### config.mk
export PLATFORM = sky130hd
export DESIGN_NAME = dram_row_refresh_and_repair
export DESIGN_NICKNAME = d
export VERILOG_FILES = /design/src/hw/dram_rr_pkg.sv /design/src/hw/trr_link_if.sv /design/src/hw/dram_row_refresh_and_repair.sv /design/src/hw/trr_tracker.sv
export VERILOG_INCLUDE_DIRS = /design/src /design/src/hw
export SDC_FILE = /design/constraint.sdc
export NUM_CORES = 1
export LEC_CHECK = 0
export ABC_AREA = 1
export BUFFER_PORTS_ARGS = -buffer_cell sky130_fd_sc_hd__buf_2
export CAP_MARGIN = 30
export CORE_MARGIN = 5
export CORE_UTILIZATION = 51
export DETAILED_ROUTE_END_ITERATION = 10
export PLACE_DENSITY = 0.76
export SYNTH_ARGS = -nofsm -noshare
export SYNTH_HDL_FRONTEND = slang
export SYNTH_SLANG_ARGS = --single-unit
### constraint.sdc
create_clock -name i_clk -period 1.8 [get_ports i_clk]
set_clock_uncertainty 0.05 [all_clocks]
set_input_delay 0.54 -clock i_clk [delete_from_list [all_inputs] [get_ports i_clk]]
set_output_delay 0.54 -clock i_clk [all_outputs]
set_load 0.005 [all_outputs]
### src/hw/dram_rr_params.svh
// How it works
// - bit 7 set enables, clear disables refresh
// - bits 6..4 pick the target bank
// - enable self-clears after third precharge plus delay
// - exit write ignores the bank field
// - three activates, three precharges; all-bank counts
// - enable holds counter; target activates restore victims
// - 8-bit repair status, one row per bank
`ifndef DRAM_RR_PARAMS_SVH
`define DRAM_RR_PARAMS_SVH
// mode register addresses
`define ROW_REFRESH_CTRL_ADDR 6'h18
`define REPAIR_STATUS_ADDR 6'h19
`define REPAIR_ENABLE_ADDR 6'h04
// field positions
`define TRR_EN_BIT 7
`define TRR_BANK_HI 6
`define TRR_BANK_LO 4
`define PPR_EN_BIT 4
// reset values
`define MR_RESET 8'h00
`define CNT_RESET 2'h0
// sequence length in precharges and activates
`define TRR_STEPS 2'h3
// timing figures
`define CLK_MHZ 250
`define TMRD_NS 14
`define TRP_NS 18
`define TPGM_MS 1000
`define NS_TO_CYC(ns) ((((ns) * `CLK_MHZ) + 999) / 1000)
`define MS_TO_CYC(ms) ((ms) * `CLK_MHZ * 1000)
`define TIMER_W 28
`endif

### src/hw/dram_rr_pkg.sv
package dram_rr_pkg;
  // decoded command from the command/address decoder
  typedef enum logic [2:0] {
    CMD_NONE = 3'h0,
    CMD_ACT = 3'h1,
    CMD_PRE = 3'h2,
    CMD_PRE_ALL = 3'h3,
    CMD_MRW = 3'h4,
    CMD_REF = 3'h5,
    CMD_SRE = 3'h6,
    CMD_OTHER = 3'h7
  } cmd_e;
  // main state, gray on every step except ST_TRR_EXIT to ST_IDLE
  typedef enum logic [2:0] {
    ST_IDLE = 3'b000,
    ST_TRR = 3'b001,
    ST_TRR_EXIT = 3'b011,
    ST_PPR_ARMED = 3'b010,
    ST_PPR_PROG = 3'b110
  } state_e;
  typedef logic [16:0] row_t;
  typedef logic [2:0] bank_t;
endpackage : dram_rr_pkg

### src/hw/trr_link_if.sv
`timescale 1ns/1ps
`default_nettype none
interface trr_link_if;
  logic en; // mode enabled
  dram_rr_pkg::bank_t bank; // target bank
  logic cmd_valid; // command strobe
  dram_rr_pkg::cmd_e cmd; // decoded command
  dram_rr_pkg::bank_t cmd_bank; // command bank
  dram_rr_pkg::row_t cmd_row; // command row
  logic third_pre; // pulse: third target precharge seen
  logic restore; // pulse: victim restore request
  dram_rr_pkg::row_t restore_row; // aggressor row
  logic [1:0] pre_cnt; // precharges seen
  modport main (output en, bank, cmd_valid, cmd, cmd_bank, cmd_row,
                input third_pre, restore, restore_row, pre_cnt);
  modport tracker (input en, bank, cmd_valid, cmd, cmd_bank, cmd_row,
                   output third_pre, restore, restore_row, pre_cnt);
endinterface : trr_link_if
`default_nettype wire

### src/hw/dram_row_refresh_and_repair.sv
`timescale 1ns/1ps
`default_nettype none
`include "dram_rr_params.svh"
module dram_row_refresh_and_repair #(
  parameter int unsigned TMRD_CYC = `NS_TO_CYC(`TMRD_NS), // mode register delay
  parameter int unsigned TRP_CYC = `NS_TO_CYC(`TRP_NS), // precharge period
  parameter int unsigned TPGM_CYC = `MS_TO_CYC(`TPGM_MS) // fuse programming time
) (
  // clock and reset
  input wire logic i_clk,
  input wire logic i_rstn,
  // decoded command from the controller
  input wire logic i_cmd_valid,
  input wire dram_rr_pkg::cmd_e i_cmd,
  input wire dram_rr_pkg::bank_t i_cmd_bank,
  input wire dram_rr_pkg::row_t i_cmd_row,
  input wire logic [5:0] i_mr_addr,
  input wire logic [7:0] i_mr_wdata,
  // mode register read
  input wire logic i_mrr_valid,
  output logic o_mrr_valid,
  output logic [7:0] o_mrr_data,
  // targeted refresh status and restore requests
  output logic o_trr_active,
  output logic o_refresh_count_hold,
  output logic o_victim_restore,
  output dram_rr_pkg::bank_t o_victim_bank,
  output dram_rr_pkg::row_t o_victim_row,
  // row repair
  output logic o_ppr_active,
  output logic o_fuse_program,
  output dram_rr_pkg::bank_t o_fuse_bank,
  output dram_rr_pkg::row_t o_fuse_row
);
  localparam int unsigned EXIT_CYC = TRP_CYC + TMRD_CYC; // self-clear delay

  // refuse settings the timer cannot hold
  if (TPGM_CYC >= (1 << `TIMER_W) || EXIT_CYC < 1 || TPGM_CYC < 1) begin : g_bad
    $error("timing parameter out of range");
  end

  // all state of the block
  typedef struct packed {
    dram_rr_pkg::state_e st; // main state
    logic [7:0] ctrl; // row refresh control register
    logic [7:0] rep_en; // repair enable register
    logic [7:0] rep_stat; // repair status, one bit per bank
    logic [`TIMER_W-1:0] timer; // shared delay counter
    dram_rr_pkg::bank_t fbank; // bank being repaired
    dram_rr_pkg::row_t frow; // row being repaired
    logic mrr_v; // read answer strobe
    logic [7:0] mrr_d; // read answer data
  } top_s;
  top_s q, d;

  trr_link_if lnk();

  trr_tracker u_tracker (
    .i_clk(i_clk),
    .i_rstn(i_rstn),
    .lnk(lnk)
  );

  // feed the tracker
  assign lnk.en = q.ctrl[`TRR_EN_BIT];
  assign lnk.bank = q.ctrl[`TRR_BANK_HI:`TRR_BANK_LO];
  assign lnk.cmd_valid = i_cmd_valid;
  assign lnk.cmd = i_cmd;
  assign lnk.cmd_bank = i_cmd_bank;
  assign lnk.cmd_row = i_cmd_row;

  logic wr_ctrl; // write to the row refresh control register
  logic wr_rep; // write to the repair enable register
  assign wr_ctrl = i_cmd_valid && i_cmd == dram_rr_pkg::CMD_MRW &&
                   i_mr_addr == `ROW_REFRESH_CTRL_ADDR;
  assign wr_rep = i_cmd_valid && i_cmd == dram_rr_pkg::CMD_MRW &&
                  i_mr_addr == `REPAIR_ENABLE_ADDR;

  // next-state logic
  always_comb begin
    d = q;
    d.mrr_v = 1'b0;
    // register writes
    if (wr_ctrl) begin
      if (i_mr_wdata[`TRR_EN_BIT]) begin
        d.ctrl = i_mr_wdata;
      end else begin
        // exit or abort: bank bits are don't care, keep ours
        d.ctrl[`TRR_EN_BIT] = 1'b0;
        d.ctrl[`TRR_BANK_LO-1:0] = i_mr_wdata[`TRR_BANK_LO-1:0];
      end
    end
    if (wr_rep) begin
      d.rep_en = i_mr_wdata;
    end
    // sequencing
    case (q.st)
      dram_rr_pkg::ST_IDLE: begin
        if (d.ctrl[`TRR_EN_BIT]) begin
          d.st = dram_rr_pkg::ST_TRR;
        end else if (d.rep_en[`PPR_EN_BIT]) begin
          d.st = dram_rr_pkg::ST_PPR_ARMED;
        end
      end
      dram_rr_pkg::ST_TRR: begin
        if (!d.ctrl[`TRR_EN_BIT]) begin
          d.st = dram_rr_pkg::ST_IDLE; // interrupted or exited early
        end else if (lnk.third_pre) begin
          d.st = dram_rr_pkg::ST_TRR_EXIT;
          d.timer = `TIMER_W'(EXIT_CYC - 1);
        end
      end
      dram_rr_pkg::ST_TRR_EXIT: begin
        if (!d.ctrl[`TRR_EN_BIT]) begin
          d.st = dram_rr_pkg::ST_IDLE; // software exit
        end else if (q.timer == '0) begin
          d.ctrl[`TRR_EN_BIT] = 1'b0;
          d.st = dram_rr_pkg::ST_IDLE;
        end else begin
          d.timer = q.timer - `TIMER_W'(1);
        end
      end
      dram_rr_pkg::ST_PPR_ARMED: begin
        if (!d.rep_en[`PPR_EN_BIT]) begin
          d.st = dram_rr_pkg::ST_IDLE;
        end else if (i_cmd_valid && i_cmd == dram_rr_pkg::CMD_ACT) begin
          // failing row address arrives with the activate
          d.st = dram_rr_pkg::ST_PPR_PROG;
          d.fbank = i_cmd_bank;
          d.frow = i_cmd_row;
          d.timer = `TIMER_W'(TPGM_CYC - 1);
        end
      end
      dram_rr_pkg::ST_PPR_PROG: begin
        if (q.timer != '0) begin
          d.timer = q.timer - `TIMER_W'(1);
        end
        if (i_cmd_valid && (i_cmd == dram_rr_pkg::CMD_PRE ||
                            i_cmd == dram_rr_pkg::CMD_PRE_ALL)) begin
          // a full programming interval burns one spare row per bank
          if (q.timer == '0) begin
            d.rep_stat[q.fbank] = 1'b1;
          end
          d.st = dram_rr_pkg::ST_PPR_ARMED;
        end
      end
      default: begin
        d.st = dram_rr_pkg::ST_IDLE;
      end
    endcase
    // mode register read
    if (i_mrr_valid) begin
      d.mrr_v = 1'b1;
      case (i_mr_addr)
        `ROW_REFRESH_CTRL_ADDR: d.mrr_d = q.ctrl;
        `REPAIR_STATUS_ADDR: d.mrr_d = q.rep_stat;
        `REPAIR_ENABLE_ADDR: d.mrr_d = q.rep_en;
        default: d.mrr_d = 8'h00;
      endcase
    end
  end

  // state register
  always_ff @(posedge i_clk) begin
    if (!i_rstn) begin
      q.st <= dram_rr_pkg::ST_IDLE;
      q.ctrl <= `MR_RESET;
      q.rep_en <= `MR_RESET;
      q.rep_stat <= `MR_RESET;
      q.timer <= '0;
      q.fbank <= '0;
      q.frow <= '0;
      q.mrr_v <= 1'b0;
      q.mrr_d <= 8'h00;
    end else begin
      q <= d;
    end
  end

  // outputs
  assign o_mrr_valid = q.mrr_v;
  assign o_mrr_data = q.mrr_d;
  assign o_trr_active = q.ctrl[`TRR_EN_BIT];
  assign o_refresh_count_hold = q.ctrl[`TRR_EN_BIT];
  assign o_victim_restore = lnk.restore;
  assign o_victim_bank = q.ctrl[`TRR_BANK_HI:`TRR_BANK_LO];
  assign o_victim_row = lnk.restore_row;
  assign o_ppr_active = q.rep_en[`PPR_EN_BIT];
  assign o_fuse_program = (q.st == dram_rr_pkg::ST_PPR_PROG);
  assign o_fuse_bank = q.fbank;
  assign o_fuse_row = q.frow;
endmodule : dram_row_refresh_and_repair
`default_nettype wire

### src/hw/trr_tracker.sv
`timescale 1ns/1ps
`default_nettype none
`include "dram_rr_params.svh"
module trr_tracker (
  // clock and reset
  input wire logic i_clk,
  input wire logic i_rstn,
  // link to the main block
  trr_link_if.tracker lnk
);
  // all tracker state
  typedef struct packed {
    logic [1:0] act_cnt; // target activates seen
    logic [1:0] pre_cnt; // target precharges seen
    logic third_pre; // completion pulse
    logic restore; // restore pulse
    dram_rr_pkg::row_t row; // last aggressor row
  } trk_s;
  trk_s q, d;
  logic hit; // command addresses the target bank
  // next-state logic: counts the aggressor sequence
  always_comb begin
    d = q;
    d.third_pre = 1'b0;
    d.restore = 1'b0;
    hit = lnk.cmd_valid && (lnk.cmd_bank == lnk.bank);
    if (!lnk.en) begin
      // counts drop whenever the mode is off
      d.act_cnt = `CNT_RESET;
      d.pre_cnt = `CNT_RESET;
    end else begin
      if (hit && lnk.cmd == dram_rr_pkg::CMD_ACT && q.act_cnt != `TRR_STEPS) begin
        // aggressor activate: restore neighbours, step the activate count
        d.act_cnt = q.act_cnt + 2'h1;
        d.restore = 1'b1;
        d.row = lnk.cmd_row;
      end
      if (((hit && lnk.cmd == dram_rr_pkg::CMD_PRE) ||
           (lnk.cmd_valid && lnk.cmd == dram_rr_pkg::CMD_PRE_ALL)) &&
          q.pre_cnt != `TRR_STEPS) begin
        // precharge-all also closes the target bank
        d.pre_cnt = q.pre_cnt + 2'h1;
        d.third_pre = (q.pre_cnt == (`TRR_STEPS - 2'h1));
      end
    end
  end
  // state register
  always_ff @(posedge i_clk) begin
    if (!i_rstn) begin
      q <= '0;
    end else begin
      q <= d;
    end
  end
  // outputs straight from flops
  assign lnk.third_pre = q.third_pre;
  assign lnk.restore = q.restore;
  assign lnk.restore_row = q.row;
  assign lnk.pre_cnt = q.pre_cnt;
endmodule : trr_tracker
`default_nettype wire

==> report_table.html, run 1 <==
<table>
<tr><th>Metric</th><th>Value</th></tr>
<tr><th colspan="2">Timing</th></tr>
<tr><td>Post-route worst hold slack</td><td>0.367 ns</td></tr>
<tr><td>Fraction of the cycle the final worst path needs</td><td>107%</td></tr>
<tr><td>Setup repair after global routing missed its margin</td><td>true</td></tr>
<tr><td>Final setup slack of the worst path</td><td>-0.119 ns</td></tr>
<tr><td>Final max-slew violation count</td><td>0</td></tr>
<tr><td>Relative max-transition margin</td><td>73.8%</td></tr>
<tr><td>Slew at the pin closest to its max-slew limit</td><td>0.393 ns</td></tr>
<tr><td>Post-layout min period</td><td>1.92 ns</td></tr>
<tr><td>Endpoints failing hold</td><td>0</td></tr>
<tr><td>Number of failing setup endpoints in the final timing report</td><td>23</td></tr>
<tr><td>Fmax achieved</td><td>521 MHz</td></tr>
<tr><th colspan="2">Hold path</th></tr>
<tr><td>Class of the worst hold path</td><td>in -&gt; reg</td></tr>
<tr><th colspan="2">Floorplan</th></tr>
<tr><td>Ports</td><td>95</td></tr>
<tr><td>Overall die area</td><td>13,200 um2</td></tr>
<tr><td>Die Wd</td><td>115 um</td></tr>
<tr><td>Initial core utilization</td><td>51.9%</td></tr>
<tr><td>Site row count</td><td>38</td></tr>
<tr><td>Die extent in y</td><td>115 um</td></tr>
<tr><td>Core Box Area</td><td>10,800 um2</td></tr>
<tr><th colspan="2">Synthesis</th></tr>
<tr><td>Synth area leader</td><td>dfxtp_1</td></tr>
<tr><td>Average size of a mapped cell</td><td>6.80 um2</td></tr>
<tr><td>Fraction of the yosys area taken by sequential cells</td><td>38.1%</td></tr>
<tr><td>Number of enable flip-flop cells after synthesis</td><td>0</td></tr>
<tr><td>Top cell type's share of synthesized area</td><td>38.1%</td></tr>
<tr><td>Number of synthesized register bits</td><td>107</td></tr>
<tr><td>Post-synthesis net count</td><td>873</td></tr>
<tr><td>Count of different cell masters after synthesis</td><td>33</td></tr>
<tr><td>Most frequently used flop master after synthesis</td><td>dfxtp_1</td></tr>
<tr><td>Most common cell in the synthesized netlist</td><td>nand2_1</td></tr>
<tr><td>Warnings, synthesis</td><td>0</td></tr>
<tr><td>Asr flop ratio synth</td><td>0%</td></tr>
<tr><td>Ranking of synthesized cells by instance count</td><td>nand2_1 (150), dfxtp_1 (107), nor2_1 (106)</td></tr>
<tr><td>Count of mapped cells out of synthesis</td><td>828</td></tr>
<tr><td>Top area cells in the synthesized netlist</td><td>dfxtp_1 (38%), nand2_1 (10%), a21oi_1 (8.5%), nor2_1 (7.1%), buf_4 (6.9%)</td></tr>
<tr><td>Mapped cell area</td><td>5630 um2</td></tr>
<tr><th colspan="2">Pwr</th></tr>
<tr><td>Reported leakage power</td><td>3.29 nW</td></tr>
<tr><td>PwrDens</td><td>1060 nW/um2</td></tr>
<tr><td>Overall power consumption</td><td>7.70 mW</td></tr>
<tr><td>Worst IR Drop VDD</td><td>0.505 mV</td></tr>
<tr><th colspan="2">Place</th></tr>
<tr><td>Final weighted congestion of routability-driven global placement</td><td>0.923</td></tr>
<tr><td>Post-DP Area</td><td>6410 um2</td></tr>
<tr><td>Post-DP HPWL</td><td>10.1 mm</td></tr>
<tr><td>Quantity of I/O buffers inserted on ports</td><td>94</td></tr>
<tr><th colspan="2">Cells and area</th></tr>
<tr><td>Fillers</td><td>897</td></tr>
<tr><td>Fin nets</td><td>997</td></tr>
<tr><td>Final std cell area, no fill</td><td>7260 um2</td></tr>
<tr><td># diodes</td><td>0</td></tr>
<tr><td>Layout cell share with drive strength beyond 1</td><td>33.3%</td></tr>
<tr><td>Core Util, Final</td><td>67.0%</td></tr>
<tr><td>Layout area overhead</td><td>29.0%</td></tr>
<tr><th colspan="2">Clock tree</th></tr>
<tr><td>Number of levels the H-tree was split into</td><td>3</td></tr>
<tr><td>Clock Pin Slew Worst Setup and Hold Paths</td><td>0.11 ns</td></tr>
<tr><td>Latest clock arrival within the worst-skew pair</td><td>0.40 ns</td></tr>
<tr><td>TritonCTS clock tree</td><td>done</td></tr>
<tr><td>Inserted Clock Buffers</td><td>9</td></tr>
<tr><td>Number of buffers on the longest clock path</td><td>2</td></tr>
<tr><td>Clock net sink count</td><td>107</td></tr>
<tr><td>Root buf cell</td><td>clkbuf_8</td></tr>
<tr><th colspan="2">Setup path</th></tr>
<tr><td>Largest stage delay on the critical path</td><td>0.32 ns</td></tr>
<tr><td>Kind of critical path</td><td>reg -&gt; reg</td></tr>
<tr><td>Required time of the worst setup path</td><td>2.06 ns</td></tr>
<tr><td>Max Fanout on Critical Path</td><td>19</td></tr>
<tr><td>Data arrival time at the worst-slack endpoint</td><td>2.18 ns</td></tr>
<tr><td>CP Launch Type</td><td>register</td></tr>
<tr><td>Sort of element at the end of the critical path</td><td>register</td></tr>
<tr><td>Cell chain of the critical path</td><td>inv_1 -&gt; nand2_1 -&gt; nor2_4 -&gt; inv_2 -&gt; nand2_2 -&gt; inv_4 -&gt; a21oi_1 -&gt; o21ai_0 -&gt; nand2_1 -&gt; nand3_2 -&gt; a21oi_1</td></tr>
<tr><td>Slowest stage cell on the critical path</td><td>dfxtp_1</td></tr>
<tr><th colspan="2">GRT</th></tr>
<tr><td>GR Util All Layers</td><td>22.6%</td></tr>
<tr><td>Initial antenna violation count</td><td>0</td></tr>
<tr><td>Overflow after GRT</td><td>0</td></tr>
<tr><td>Vias in the first global route</td><td>5,319</td></tr>
<tr><td>Largest net degree at the start of global routing</td><td>49</td></tr>
<tr><td>Global-route wire length before repair</td><td>24.4 mm</td></tr>
<tr><th colspan="2">Flow run</th></tr>
<tr><td>Max cap viols</td><td>0</td></tr>
<tr><th colspan="2">Drt</th></tr>
<tr><td>Final antenna-violating net count</td><td>0</td></tr>
<tr><td>Per-cell routed wire length</td><td>15.0 um</td></tr>
<tr><td>1st-pass router iterations</td><td>6</td></tr>
<tr><td>DRC errors left</td><td>0</td></tr>
<tr><td>Final wirelength</td><td>16.4 mm</td></tr>
<tr><td>Detailed router's first-iteration violation count</td><td>591</td></tr>
<tr><td>Count of vias placed by the detailed router</td><td>5,897</td></tr>
<tr><td>Average vias per placed instance</td><td>5.38</td></tr>
<tr><th colspan="2">Run status</th></tr>
<tr><td>Violations in the final reports</td><td>setup timing</td></tr>
<tr><td>Run status</td><td>finished with violations</td></tr>
</table>
-- per-layer routing --
metal	wire length [um]	global-route usage (%)	up-vias
met3	1320	5.00	62
met1	6720	28.6	2676
met4	522	8.14	0
met5	0	0	-
li1	-	-	2867
met2	7870	37.9	292
-- where the power goes --
part	switching (mW)	total, mW	internal [mW]
logic	2.11	3.73	1.63
registers	0.0667	2.51	2.44
clock network	0.902	1.46	0.555
total	3.08	7.70	4.62
-- logic make-up after synthesis --
kind of cell | synth area share [%]
AND/OR/NAND/NOR | 27.0
XOR/XNOR | 2.02
AO/OA/AOI/OAI | 16.2
buffers and inverters | 15.8
flip-flops | 38.1
adder cells (fa/ha/maj) | 0.889
-- critical path, delay by kind of cell, from the launching register on --
family,cells,cell delay [ns]
buffers and inverters,3,0.34
flip-flops,1,0.32
AND/OR/NAND/NOR,5,0.64
AO/OA/AOI/OAI,3,0.50
-- area by class of cell --
type                       count  area, um2  area share (%)
multi-input combinational    547       2990            41.2
sequential                   107       2160            29.7
timing repair buffer         193       1400            19.3
inverter                      94        358            4.93
tap                          140        175            2.41
clock buffer                  10        138            1.90
clock inverter                 6       46.3           0.638
-- timing repair --
item                       in CTS  in global routing
setup endpoints to repair      32                 59
resized for setup              31                 81
gates cloned                    4                  3
hold buffers                    0                  0
pin swaps                       8                 27
setup buffers                   9                 11
-- final timing paths --
| kind | to | slack [ns] | startpoint | cells after the start |
|---|---|---|---|---|
| worst max-delay path | q[35] | -0.12 | q[83] | 11 |
| worst min-delay path | u_tracker.lnk.restore_row[16] | 0.37 | i_cmd_row[16] | 3 |
| worst max register to register | q[35] | -0.12 | q[83] | 11 |
| worst min register to register | o_fuse_row[16] | 0.40 | o_fuse_row[16] | 2 |
-- per-stage QoR --
| stage | setup slack [ns] | instances | setup TNS, ns |
|---|---|---|---|
| floorplan | -0.0888 | 828 | -2.41 |
| global placement | -0.248 | 1056 | -14.60 |
| detailed placement | -0.279 | 1056 | -16.45 |
| CTS | -0.00541 | 1085 | -0.0137 |
| global route | -0.195 | 1097 | -3.63 |
| finish | -0.119 | 1097 | -0.786 |
-- placed cells by master, fill, tap and decap left out, types with 7 or more instances in the layout --
cell / instances
nor2_2: 23
nand2_1: 140
o21ai_0: 50
a21oi_2: 7
a21oi_1: 89
nand3_1: 51
o21ai_1: 12
nor2_4: 10
inv_2: 10
inv_1: 82
dfxtp_1: 96
nor2_1: 81
buf_2: 94
o22ai_1: 7
clkbuf_8: 10
buf_4: 82
nand3_2: 23
dfxtp_2: 11
xor2_1: 11
-- state kept, by name (all words and copies together), names as in the netlist --
register                   count
o_fuse_bank                    3
u_tracker.lnk.third_pre        1
q                             50
o_mrr_valid                    1
o_mrr_data                     8
o_ppr_active                   1
u_tracker.lnk.pre_cnt          2
u_tracker.lnk.restore          1
u_tracker.q                    2
o_refresh_count_hold           1
o_victim_bank                  3
u_tracker.lnk.restore_row     17
o_fuse_row                    17
(Power assumes the default switching activity.)
==> run 2, diff against run 1 <==
Settings changed: PLACE_DENSITY 0.76 to 0.79.
==> run 2 against run 1 <==
Effect of this change: the run still ends with setup timing left; routed wire length up 2.2%; global-route usage down 0.16 points; first-iteration DRC count down 5.4%; sequential power barely moved; via count increased by 1.2%; clock-buffer cell count unchanged; sequential share of layout area about the same; power is 0.20% lower; flip-flop and latch count did not move; core utilization fell by 0.16 points; hold slack better by 0.00061 ns; critical path type is now in -> reg; largest power group unchanged.
==> report_table.html, run 2 (same netlist as run 1, synthesis figures left out) <==
<table>
<tr><th>Metric</th><th>Value</th></tr>
<tr><th colspan="2">Run status</th></tr>
<tr><td>Run status</td><td>finished with violations (unchanged)</td></tr>
<tr><td>Violations in the final reports</td><td>setup timing (unchanged)</td></tr>
<tr><th colspan="2">Setup path</th></tr>
<tr><td>End point of the critical path</td><td>q[38] (was q[35])</td></tr>
<tr><td>Most common cell type on the critical path</td><td>nand2_1</td></tr>
<tr><td>Required time of the worst setup path</td><td>2.05 ns (was 2.06 ns)</td></tr>
<tr><td>Slowest stage cell on the critical path</td><td>o21ai_4 (was dfxtp_1)</td></tr>
<tr><td>Max Fanout on Critical Path</td><td>6 (was 19)</td></tr>
<tr><td>Cell chain of the critical path</td><td>buf_2 -&gt; inv_2 -&gt; nand2_1 -&gt; nor2_2 -&gt; nand3_2 -&gt; nand2_1 -&gt; nand2_4 -&gt; o21ai_4 -&gt; nor2_8 -&gt; buf_12 -&gt; nand2_8 -&gt; nand2_2 -&gt; a21oi_2 (was inv_1 -&gt; nand2_1 -&gt; nor2_4 -&gt; inv_2 -&gt; nand2_2 -&gt; inv_4 -&gt; a21oi_1 -&gt; o21ai_0 -&gt; nand2_1 -&gt; nand3_2 -&gt; a21oi_1)</td></tr>
<tr><td>CP Launch Type</td><td>primary input (was register)</td></tr>
<tr><td>Reg-to-reg critical path startpoint</td><td>q[49] (was q[83])</td></tr>
<tr><td>Largest stage delay on the critical path</td><td>0.24 ns (was 0.32 ns)</td></tr>
<tr><td>Critical path origin</td><td>i_cmd[0] (was q[83])</td></tr>
<tr><td>Worst reg2reg path endpoint</td><td>q[38] (was q[35])</td></tr>
<tr><td>Kind of critical path</td><td>in -&gt; reg (was reg -&gt; reg)</td></tr>
<tr><td>FF-to-FF setup slack</td><td>-0.12 ns (about the same)</td></tr>
<tr><td>Data arrival time at the worst-slack endpoint</td><td>2.19 ns (was 2.18 ns)</td></tr>
<tr><td>R2r worst-path depth</td><td>12 (was 11)</td></tr>
<tr><td>Sort of element at the end of the critical path</td><td>register (unchanged)</td></tr>
<tr><th colspan="2">Hold path</th></tr>
<tr><td>Class of the worst hold path</td><td>in -&gt; reg (unchanged)</td></tr>
<tr><th colspan="2">GRT</th></tr>
<tr><td>Global-route wire length before repair</td><td>24.5 mm (was 24.4 mm)</td></tr>
<tr><td>Vias in the first global route</td><td>5,307 (was 5,319)</td></tr>
<tr><td>Overflow after GRT</td><td>0 (unchanged)</td></tr>
<tr><td>Largest net degree at the start of global routing</td><td>56 (was 49)</td></tr>
<tr><td>Initial antenna violation count</td><td>0 (unchanged)</td></tr>
<tr><td>GR Util All Layers</td><td>22.5% (was 22.6%)</td></tr>
<tr><th colspan="2">Timing</th></tr>
<tr><td>Final setup slack of the worst path</td><td>-0.141 ns (was -0.119 ns)</td></tr>
<tr><td>Slew at the pin closest to its max-slew limit</td><td>0.381 ns (was 0.393 ns)</td></tr>
<tr><td>Final max-slew violation count</td><td>0 (unchanged)</td></tr>
<tr><td>Fraction of the cycle the final worst path needs</td><td>108% (was 107%)</td></tr>
<tr><td>Post-route worst hold slack</td><td>0.368 ns (was 0.367 ns)</td></tr>
<tr><td>Fmax achieved</td><td>515 MHz (was 521 MHz)</td></tr>
<tr><td>Number of failing setup endpoints in the final timing report</td><td>30 (was 23)</td></tr>
<tr><td>Endpoints failing hold</td><td>0 (unchanged)</td></tr>
<tr><td>Relative max-transition margin</td><td>74.4% (was 73.8%)</td></tr>
<tr><td>Post-layout min period</td><td>1.94 ns (was 1.92 ns)</td></tr>
<tr><td>Setup repair after global routing missed its margin</td><td>true (unchanged)</td></tr>
<tr><th colspan="2">Drt</th></tr>
<tr><td>Count of vias placed by the detailed router</td><td>5,970 (was 5,897)</td></tr>
<tr><td>1st-pass router iterations</td><td>5 (was 6)</td></tr>
<tr><td>Per-cell routed wire length</td><td>15.3 um (was 15.0 um)</td></tr>
<tr><td>Detailed router's first-iteration violation count</td><td>559 (was 591)</td></tr>
<tr><td>Average vias per placed instance</td><td>5.45 (was 5.38)</td></tr>
<tr><td>Final antenna-violating net count</td><td>0 (unchanged)</td></tr>
<tr><td>Final wirelength</td><td>16.8 mm (was 16.4 mm)</td></tr>
<tr><td>DRC errors left</td><td>0 (unchanged)</td></tr>
<tr><th colspan="2">Cells and area</th></tr>
<tr><td>Fillers</td><td>861 (was 897)</td></tr>
<tr><td>Max reg flops</td><td>50 (unchanged)</td></tr>
<tr><td>Most frequent standard cell in the layout excluding fill and tap cells</td><td>nand2_1 (unchanged)</td></tr>
<tr><td>Layout area overhead</td><td>28.7% (was 29.0%)</td></tr>
<tr><td>Top register by number of flip-flops</td><td>q (unchanged)</td></tr>
<tr><td>Final Instance Count excl. Fillers</td><td>1,096 (was 1,097)</td></tr>
<tr><td>Fin nets</td><td>996 (was 997)</td></tr>
<tr><td>Commonest cells after routing, fill and taps aside</td><td>nand2_1 (133), dfxtp_1 (99), buf_2 (93) (was nand2_1 (140), dfxtp_1 (96), buf_2 (94))</td></tr>
<tr><td># diodes</td><td>0 (unchanged)</td></tr>
<tr><td>Layout cell share with drive strength beyond 1</td><td>32.2% (was 33.3%)</td></tr>
<tr><th colspan="2">Clock tree</th></tr>
<tr><td>Clock net sink count</td><td>107 (unchanged)</td></tr>
<tr><td>Inserted Clock Buffers</td><td>9 (unchanged)</td></tr>
<tr><td>Clock Pin Slew Worst Setup and Hold Paths</td><td>0.12 ns (was 0.11 ns)</td></tr>
<tr><td>TritonCTS clock tree</td><td>done (unchanged)</td></tr>
<tr><td>Latest clock arrival within the worst-skew pair</td><td>0.38 ns (was 0.40 ns)</td></tr>
<tr><td>Number of levels the H-tree was split into</td><td>3 (unchanged)</td></tr>
<tr><td>Root buf cell</td><td>clkbuf_8 (unchanged)</td></tr>
<tr><td>Number of buffers on the longest clock path</td><td>2 (unchanged)</td></tr>
<tr><th colspan="2">Floorplan</th></tr>
<tr><td>Site row count</td><td>38 (unchanged)</td></tr>
<tr><td>Core Box Area</td><td>10,800 um2 (unchanged)</td></tr>
<tr><td>Die extent in y</td><td>115 um (unchanged)</td></tr>
<tr><td>Die Wd</td><td>115 um (unchanged)</td></tr>
<tr><td>Initial core utilization</td><td>51.9% (unchanged)</td></tr>
<tr><td>Ports</td><td>95 (unchanged)</td></tr>
<tr><td>Overall die area</td><td>13,200 um2 (unchanged)</td></tr>
<tr><th colspan="2">Place</th></tr>
<tr><td>Quantity of I/O buffers inserted on ports</td><td>94 (unchanged)</td></tr>
<tr><td>Pre-CTS setup slack</td><td>-0.312 ns (was -0.279 ns)</td></tr>
<tr><td>Cell Count Post-Placement</td><td>1,058 (was 1,056)</td></tr>
<tr><td>Post-DP HPWL</td><td>10.3 mm (was 10.1 mm)</td></tr>
<tr><td>Final weighted congestion of routability-driven global placement</td><td>0.887 (was 0.923)</td></tr>
<tr><th colspan="2">Pwr</th></tr>
<tr><td>PwrDens</td><td>1060 nW/um2 (about the same)</td></tr>
<tr><td>Worst IR Drop VDD</td><td>0.660 mV (was 0.505 mV)</td></tr>
<tr><td>Reported leakage power</td><td>3.29 nW (about the same)</td></tr>
<tr><th colspan="2">Flow run</th></tr>
<tr><td>Max cap viols</td><td>0 (unchanged)</td></tr>
</table>
## run 2: power breakdown
group	total, mW	internal [mW]	leakage (nW)	switching (mW)
combinational	3.67	1.51	2.32	2.16
clock	1.52	0.584	0.103	0.931
sequential	2.50	2.44	0.867	0.0611
total	7.68	4.53	3.29	3.15
## run 2: worst min path at each step
stage	startpoint	to	slack [ns]	depth (start not counted)
3_5_place_dp	o_fuse_row[2]	o_fuse_row[2]	0.38	2
3_3_place_gp	o_fuse_row[8]	o_fuse_row[8]	0.38	2
5_1_grt	i_cmd_row[11]	u_tracker.lnk.restore_row[11]	0.37	3
6_report	i_cmd_row[4]	u_tracker.lnk.restore_row[4]	0.37	3
2_1_floorplan	o_fuse_row[13]	o_fuse_row[13]	0.37	2
4_1_cts	i_cmd_row[6]	u_tracker.lnk.restore_row[6]	0.36	3
## run 2: critical path: cells and delay by family
kind	cells	cell delay, ns
buf+inv	3	0.32
simple gates	8	0.92
compound gates	2	0.39
## run 2: layout make-up
class	instances	area (um2)	share of cell area [%]
clock buffer	10	138	1.90
clock inverter	6	62.6	0.864
inverter	94	358	4.94
multi-input combinational	549	3000	41.4
sequential	107	2150	29.7
tap	140	175	2.42
timing repair buffer	190	1360	18.8
## run 2: routing by layer
layer	global-route usage, %	routed length, um
met2	37.8	8110
met1	29.4	6730
met4	5.79	595
met5	0	0
met3	4.63	1340
## run 2: timing repair
| action | in CTS | in global routing |
|---|---|---|
| buffers inserted | 7 | 10 |
| endpoints found under the setup margin | 31 | 59 |
| gates cloned | 3 | 3 |
| gates resized for setup | 26 | 83 |
| hold buffers | 0 | 0 |
| pin swaps | 11 | 44 |
## run 2: through the flow
step | TNS, ns | util, % | total power [mW] | cell area (um2)
3_3_place_gp | -14.03 | 59.2 | 4.87 | 6420
4_1_cts | -0.00142 | 63.0 | 6.96 | 6830
2_1_floorplan | -2.41 | - | 4.18 | 5660
6_report | -2.37 | 66.8 | 7.68 | 7240
5_1_grt | -4.93 | 66.8 | 8.01 | 7240
3_5_place_dp | -17.02 | 59.2 | 4.90 | 6420
==> run 3, diff against run 2 <==
Settings changed: CORE_UTILIZATION 51 to 57, PLACE_DENSITY 0.79 to 0.84, SETUP_SLACK_MARGIN set to 0.2.
Clock period 1.8 ns to 2.1 ns, I/O delays scaled along.
==> run 3 against run 2 <==
Effect of this change: the run now ends clean; die area shrank 9.6%; sequential power decreased by 14%; routed wire length decreased by 4.5%; clock-buffer cell count decreased by 1; critical path depth fell by 4; critical path type is now reg -> reg; critical endpoint is now q[30]; largest power group unchanged.
==> report_table.html, run 3 (same netlist as run 1, synthesis figures left out) <==
<table>
<tr><th>Metric</th><th>Value</th></tr>
<tr><th colspan="2">Setup path</th></tr>
<tr><td>R2r worst-path depth</td><td>9 (was 12)</td></tr>
<tr><td>CP Launch Type</td><td>register (was primary input)</td></tr>
<tr><td>Required time of the worst setup path</td><td>2.36 ns (was 2.05 ns)</td></tr>
<tr><td>Critical path origin</td><td>q[83] (was i_cmd[0])</td></tr>
<tr><td>Worst reg2reg path endpoint</td><td>q[30] (was q[38])</td></tr>
<tr><td>Sort of element at the end of the critical path</td><td>register (unchanged)</td></tr>
<tr><td>Kind of critical path</td><td>reg -&gt; reg (was in -&gt; reg)</td></tr>
<tr><td>FF-to-FF setup slack</td><td>0.15 ns (was -0.12 ns)</td></tr>
<tr><td>Reg-to-reg critical path startpoint</td><td>q[83] (was q[49])</td></tr>
<tr><td>Data arrival time at the worst-slack endpoint</td><td>2.21 ns (was 2.19 ns)</td></tr>
<tr><td>Max Fanout on Critical Path</td><td>19 (was 6)</td></tr>
<tr><th colspan="2">Clock tree</th></tr>
<tr><td>Inserted Clock Buffers</td><td>9 (unchanged)</td></tr>
<tr><td>Root buf cell</td><td>clkbuf_8 (unchanged)</td></tr>
<tr><td>TritonCTS clock tree</td><td>done (unchanged)</td></tr>
<tr><td>Number of levels the H-tree was split into</td><td>3 (unchanged)</td></tr>
<tr><td>Clock net sink count</td><td>107 (unchanged)</td></tr>
<tr><td>Latest clock arrival within the worst-skew pair</td><td>0.38 ns (about the same)</td></tr>
<tr><td>Number of buffers on the longest clock path</td><td>2 (unchanged)</td></tr>
<tr><td>Clock Pin Slew Worst Setup and Hold Paths</td><td>0.11 ns (was 0.12 ns)</td></tr>
<tr><th colspan="2">Cells and area</th></tr>
<tr><td>Fillers</td><td>733 (was 861)</td></tr>
<tr><td>Max reg flops</td><td>50 (unchanged)</td></tr>
<tr><td>Final Instance Count excl. Fillers</td><td>1,038 (was 1,096)</td></tr>
<tr><td>Commonest cells after routing, fill and taps aside</td><td>nand2_1 (135), dfxtp_1 (96), buf_2 (94) (was nand2_1 (133), dfxtp_1 (99), buf_2 (93))</td></tr>
<tr><td>Top register by number of flip-flops</td><td>q (unchanged)</td></tr>
<tr><td>Layout area overhead</td><td>19.9% (was 28.7%)</td></tr>
<tr><td>Register cell area after layout</td><td>2160 um2 (was 2150 um2)</td></tr>
<tr><td>Most frequent standard cell in the layout excluding fill and tap cells</td><td>nand2_1 (unchanged)</td></tr>
<tr><td>Layout cell share with drive strength beyond 1</td><td>27.3% (was 32.2%)</td></tr>
<tr><td>Area of the multi-input gates</td><td>2920 um2 (was 3000 um2)</td></tr>
<tr><td># diodes</td><td>0 (unchanged)</td></tr>
<tr><td>Fin nets</td><td>945 (was 996)</td></tr>
<tr><th colspan="2">Drt</th></tr>
<tr><td>Final wirelength</td><td>16.0 mm (was 16.8 mm)</td></tr>
<tr><td>Count of vias placed by the detailed router</td><td>5,788 (was 5,970)</td></tr>
<tr><td>Final antenna-violating net count</td><td>0 (unchanged)</td></tr>
<tr><td>Per-cell routed wire length</td><td>15.4 um (was 15.3 um)</td></tr>
<tr><td>Average vias per placed instance</td><td>5.58 (was 5.45)</td></tr>
<tr><td>Detailed router's first-iteration violation count</td><td>649 (was 559)</td></tr>
<tr><td>DRC errors left</td><td>0 (unchanged)</td></tr>
<tr><td>1st-pass router iterations</td><td>6 (was 5)</td></tr>
<tr><th colspan="2">Flow run</th></tr>
<tr><td>Max cap viols</td><td>0 (unchanged)</td></tr>
<tr><th colspan="2">Floorplan</th></tr>
<tr><td>Die Wd</td><td>109 um (was 115 um)</td></tr>
<tr><td>Overall die area</td><td>12,000 um2 (was 13,200 um2)</td></tr>
<tr><td>Die extent in y</td><td>109 um (was 115 um)</td></tr>
<tr><td>Core Box Area</td><td>9680 um2 (was 10,800 um2)</td></tr>
<tr><td>Initial core utilization</td><td>58.1% (was 51.9%)</td></tr>
<tr><td>Site row count</td><td>36 (was 38)</td></tr>
<tr><td>Ports</td><td>95 (unchanged)</td></tr>
<tr><th colspan="2">Timing</th></tr>
<tr><td>Relative max-transition margin</td><td>69.8% (was 74.4%)</td></tr>
<tr><td>Post-layout min period</td><td>1.95 ns</td></tr>
<tr><td>Fraction of the cycle the final worst path needs</td><td>92.9%</td></tr>
<tr><td>Endpoints failing hold</td><td>0 (unchanged)</td></tr>
<tr><td>Number of failing setup endpoints in the final timing report</td><td>0 (was 30)</td></tr>
<tr><td>Post-route worst hold slack</td><td>0.397 ns (was 0.368 ns)</td></tr>
<tr><td>Final setup slack of the worst path</td><td>0.149 ns (was -0.141 ns)</td></tr>
<tr><td>Slew at the pin closest to its max-slew limit</td><td>0.449 ns (was 0.381 ns)</td></tr>
<tr><td>Fmax achieved</td><td>512 MHz</td></tr>
<tr><td>Setup repair after global routing missed its margin</td><td>true (unchanged)</td></tr>
<tr><td>Final max-slew violation count</td><td>0 (unchanged)</td></tr>
<tr><th colspan="2">Place</th></tr>
<tr><td>Quantity of I/O buffers inserted on ports</td><td>94 (unchanged)</td></tr>
<tr><td>Pre-CTS setup slack</td><td>-0.0681 ns (was -0.312 ns)</td></tr>
<tr><td>Final weighted congestion of routability-driven global placement</td><td>0.879 (was 0.887)</td></tr>
<tr><td>Post-DP HPWL</td><td>9.67 mm (was 10.3 mm)</td></tr>
<tr><td>Cell Count Post-Placement</td><td>1,008 (was 1,058)</td></tr>
<tr><th colspan="2">Pwr</th></tr>
<tr><td>Worst IR Drop VDD</td><td>0.596 mV (was 0.660 mV)</td></tr>
<tr><td>PwrDens</td><td>908 nW/um2 (was 1060 nW/um2)</td></tr>
<tr><td>Reported leakage power</td><td>3.01 nW (was 3.29 nW)</td></tr>
<tr><th colspan="2">GRT</th></tr>
<tr><td>Largest net degree at the start of global routing</td><td>41 (was 56)</td></tr>
<tr><td>Global-route wire length before repair</td><td>23.9 mm (was 24.5 mm)</td></tr>
<tr><td>Overflow after GRT</td><td>0 (unchanged)</td></tr>
<tr><td>Initial antenna violation count</td><td>0 (unchanged)</td></tr>
<tr><td>Vias in the first global route</td><td>5,168 (was 5,307)</td></tr>
<tr><td>GR Util All Layers</td><td>24.8% (was 22.5%)</td></tr>
<tr><th colspan="2">Hold path</th></tr>
<tr><td>Worst min-delay path startpoint</td><td>o_fuse_row[3] (was i_cmd_row[4])</td></tr>
<tr><td>Class of the worst hold path</td><td>reg -&gt; reg (was in -&gt; reg)</td></tr>
<tr><td>Hold worst-path end</td><td>o_fuse_row[3] (was u_tracker.lnk.restore_row[4])</td></tr>
<tr><td>Hold Crit Depth</td><td>2 (was 3)</td></tr>
<tr><th colspan="2">Run status</th></tr>
<tr><td>Run status</td><td>finished, final reports clean (was finished with violations)</td></tr>
</table>
==> run 3: cell count changes in the layout (fill, tap and decap cells not counted), sizes merged <==
cell,previous run,this run
buf,190,139
bufinv,0,2
inv,99,97
clkinv,1,2
nand2,158,157
==> run 3: cell type report <==
class | instances | area share, %
Clock inverter | 7 | 1.58
Clock buffer | 9 | 1.84
Inverter | 94 | 5.23
Timing Repair Buffer | 140 | 13.7
Tap cell | 133 | 2.47
Sequential cell | 107 | 32.0
Multi-Input combinational cell | 548 | 43.2
==> run 3: report_power, final <==
part / leakage, nW / switching [mW] / internal (mW)
Clock: 0.116 / 0.791 / 0.694
Combinational: 2.03 / 1.60 / 0.878
Sequential: 0.868 / 0.0719 / 2.09
Total: 3.01 / 2.46 / 3.66
==> run 3: worst max path at each step <==
| stage | to | slack (ns) | cells after the start |
|---|---|---|---|
| 3_5_place_dp | q[56] | -0.07 | 13 |
| 4_1_cts | q[49] | 0.21 | 13 |
| 5_1_grt | q[36] | 0.06 | 13 |
| 3_3_place_gp | u_tracker.lnk.restore_row[2] | -0.04 | 10 |
| 6_report | q[30] | 0.15 | 9 |
| 2_1_floorplan | q[29] | 0.12 | 12 |
==> run 3: critical path: stages (launching register included) <==
cell     delay [ns]
dfxtp_1        0.34
inv_1          0.14
nand2_1        0.13
nor2_2         0.16
inv_1          0.16
nand2_1        0.14
inv_2          0.16
o21ai_0        0.24
nand3_1        0.15
a21oi_2        0.21
==> run 3: per-stage QoR <==
| stage | instance area (um2) | utilization (%) | power (mW) | setup TNS (ns) |
|---|---|---|---|---|
| after floorplan | 5660 | - | 3.58 | 0 |
| after global placement | 6080 | 62.8 | 3.88 | -0.880 |
| after detailed placement | 6080 | 62.8 | 3.91 | -1.57 |
| after CTS | 6500 | 67.1 | 5.82 | 0 |
| after global routing | 6750 | 69.7 | 6.39 | 0 |
| final | 6750 | 69.7 | 6.12 | 0 |
==> run 3: timing repair <==
action | 4_1_cts | 5_1_grt
endpoints found under the setup margin | 30 | 39
setup buffers | 7 | 2
gates cloned | 4 | 1
resized for setup | 12 | 65
hold buffers | 0 | 0
pin swaps | 8 | 22
==> run 3: per-layer routing <==
metal	wire, um	GRT usage (%)	vias up
met4	434	7.03	0
met3	1600	6.11	55
met1	6300	32.9	2646
met5	0	0	-
li1	-	-	2758
met2	7690	40.2	329
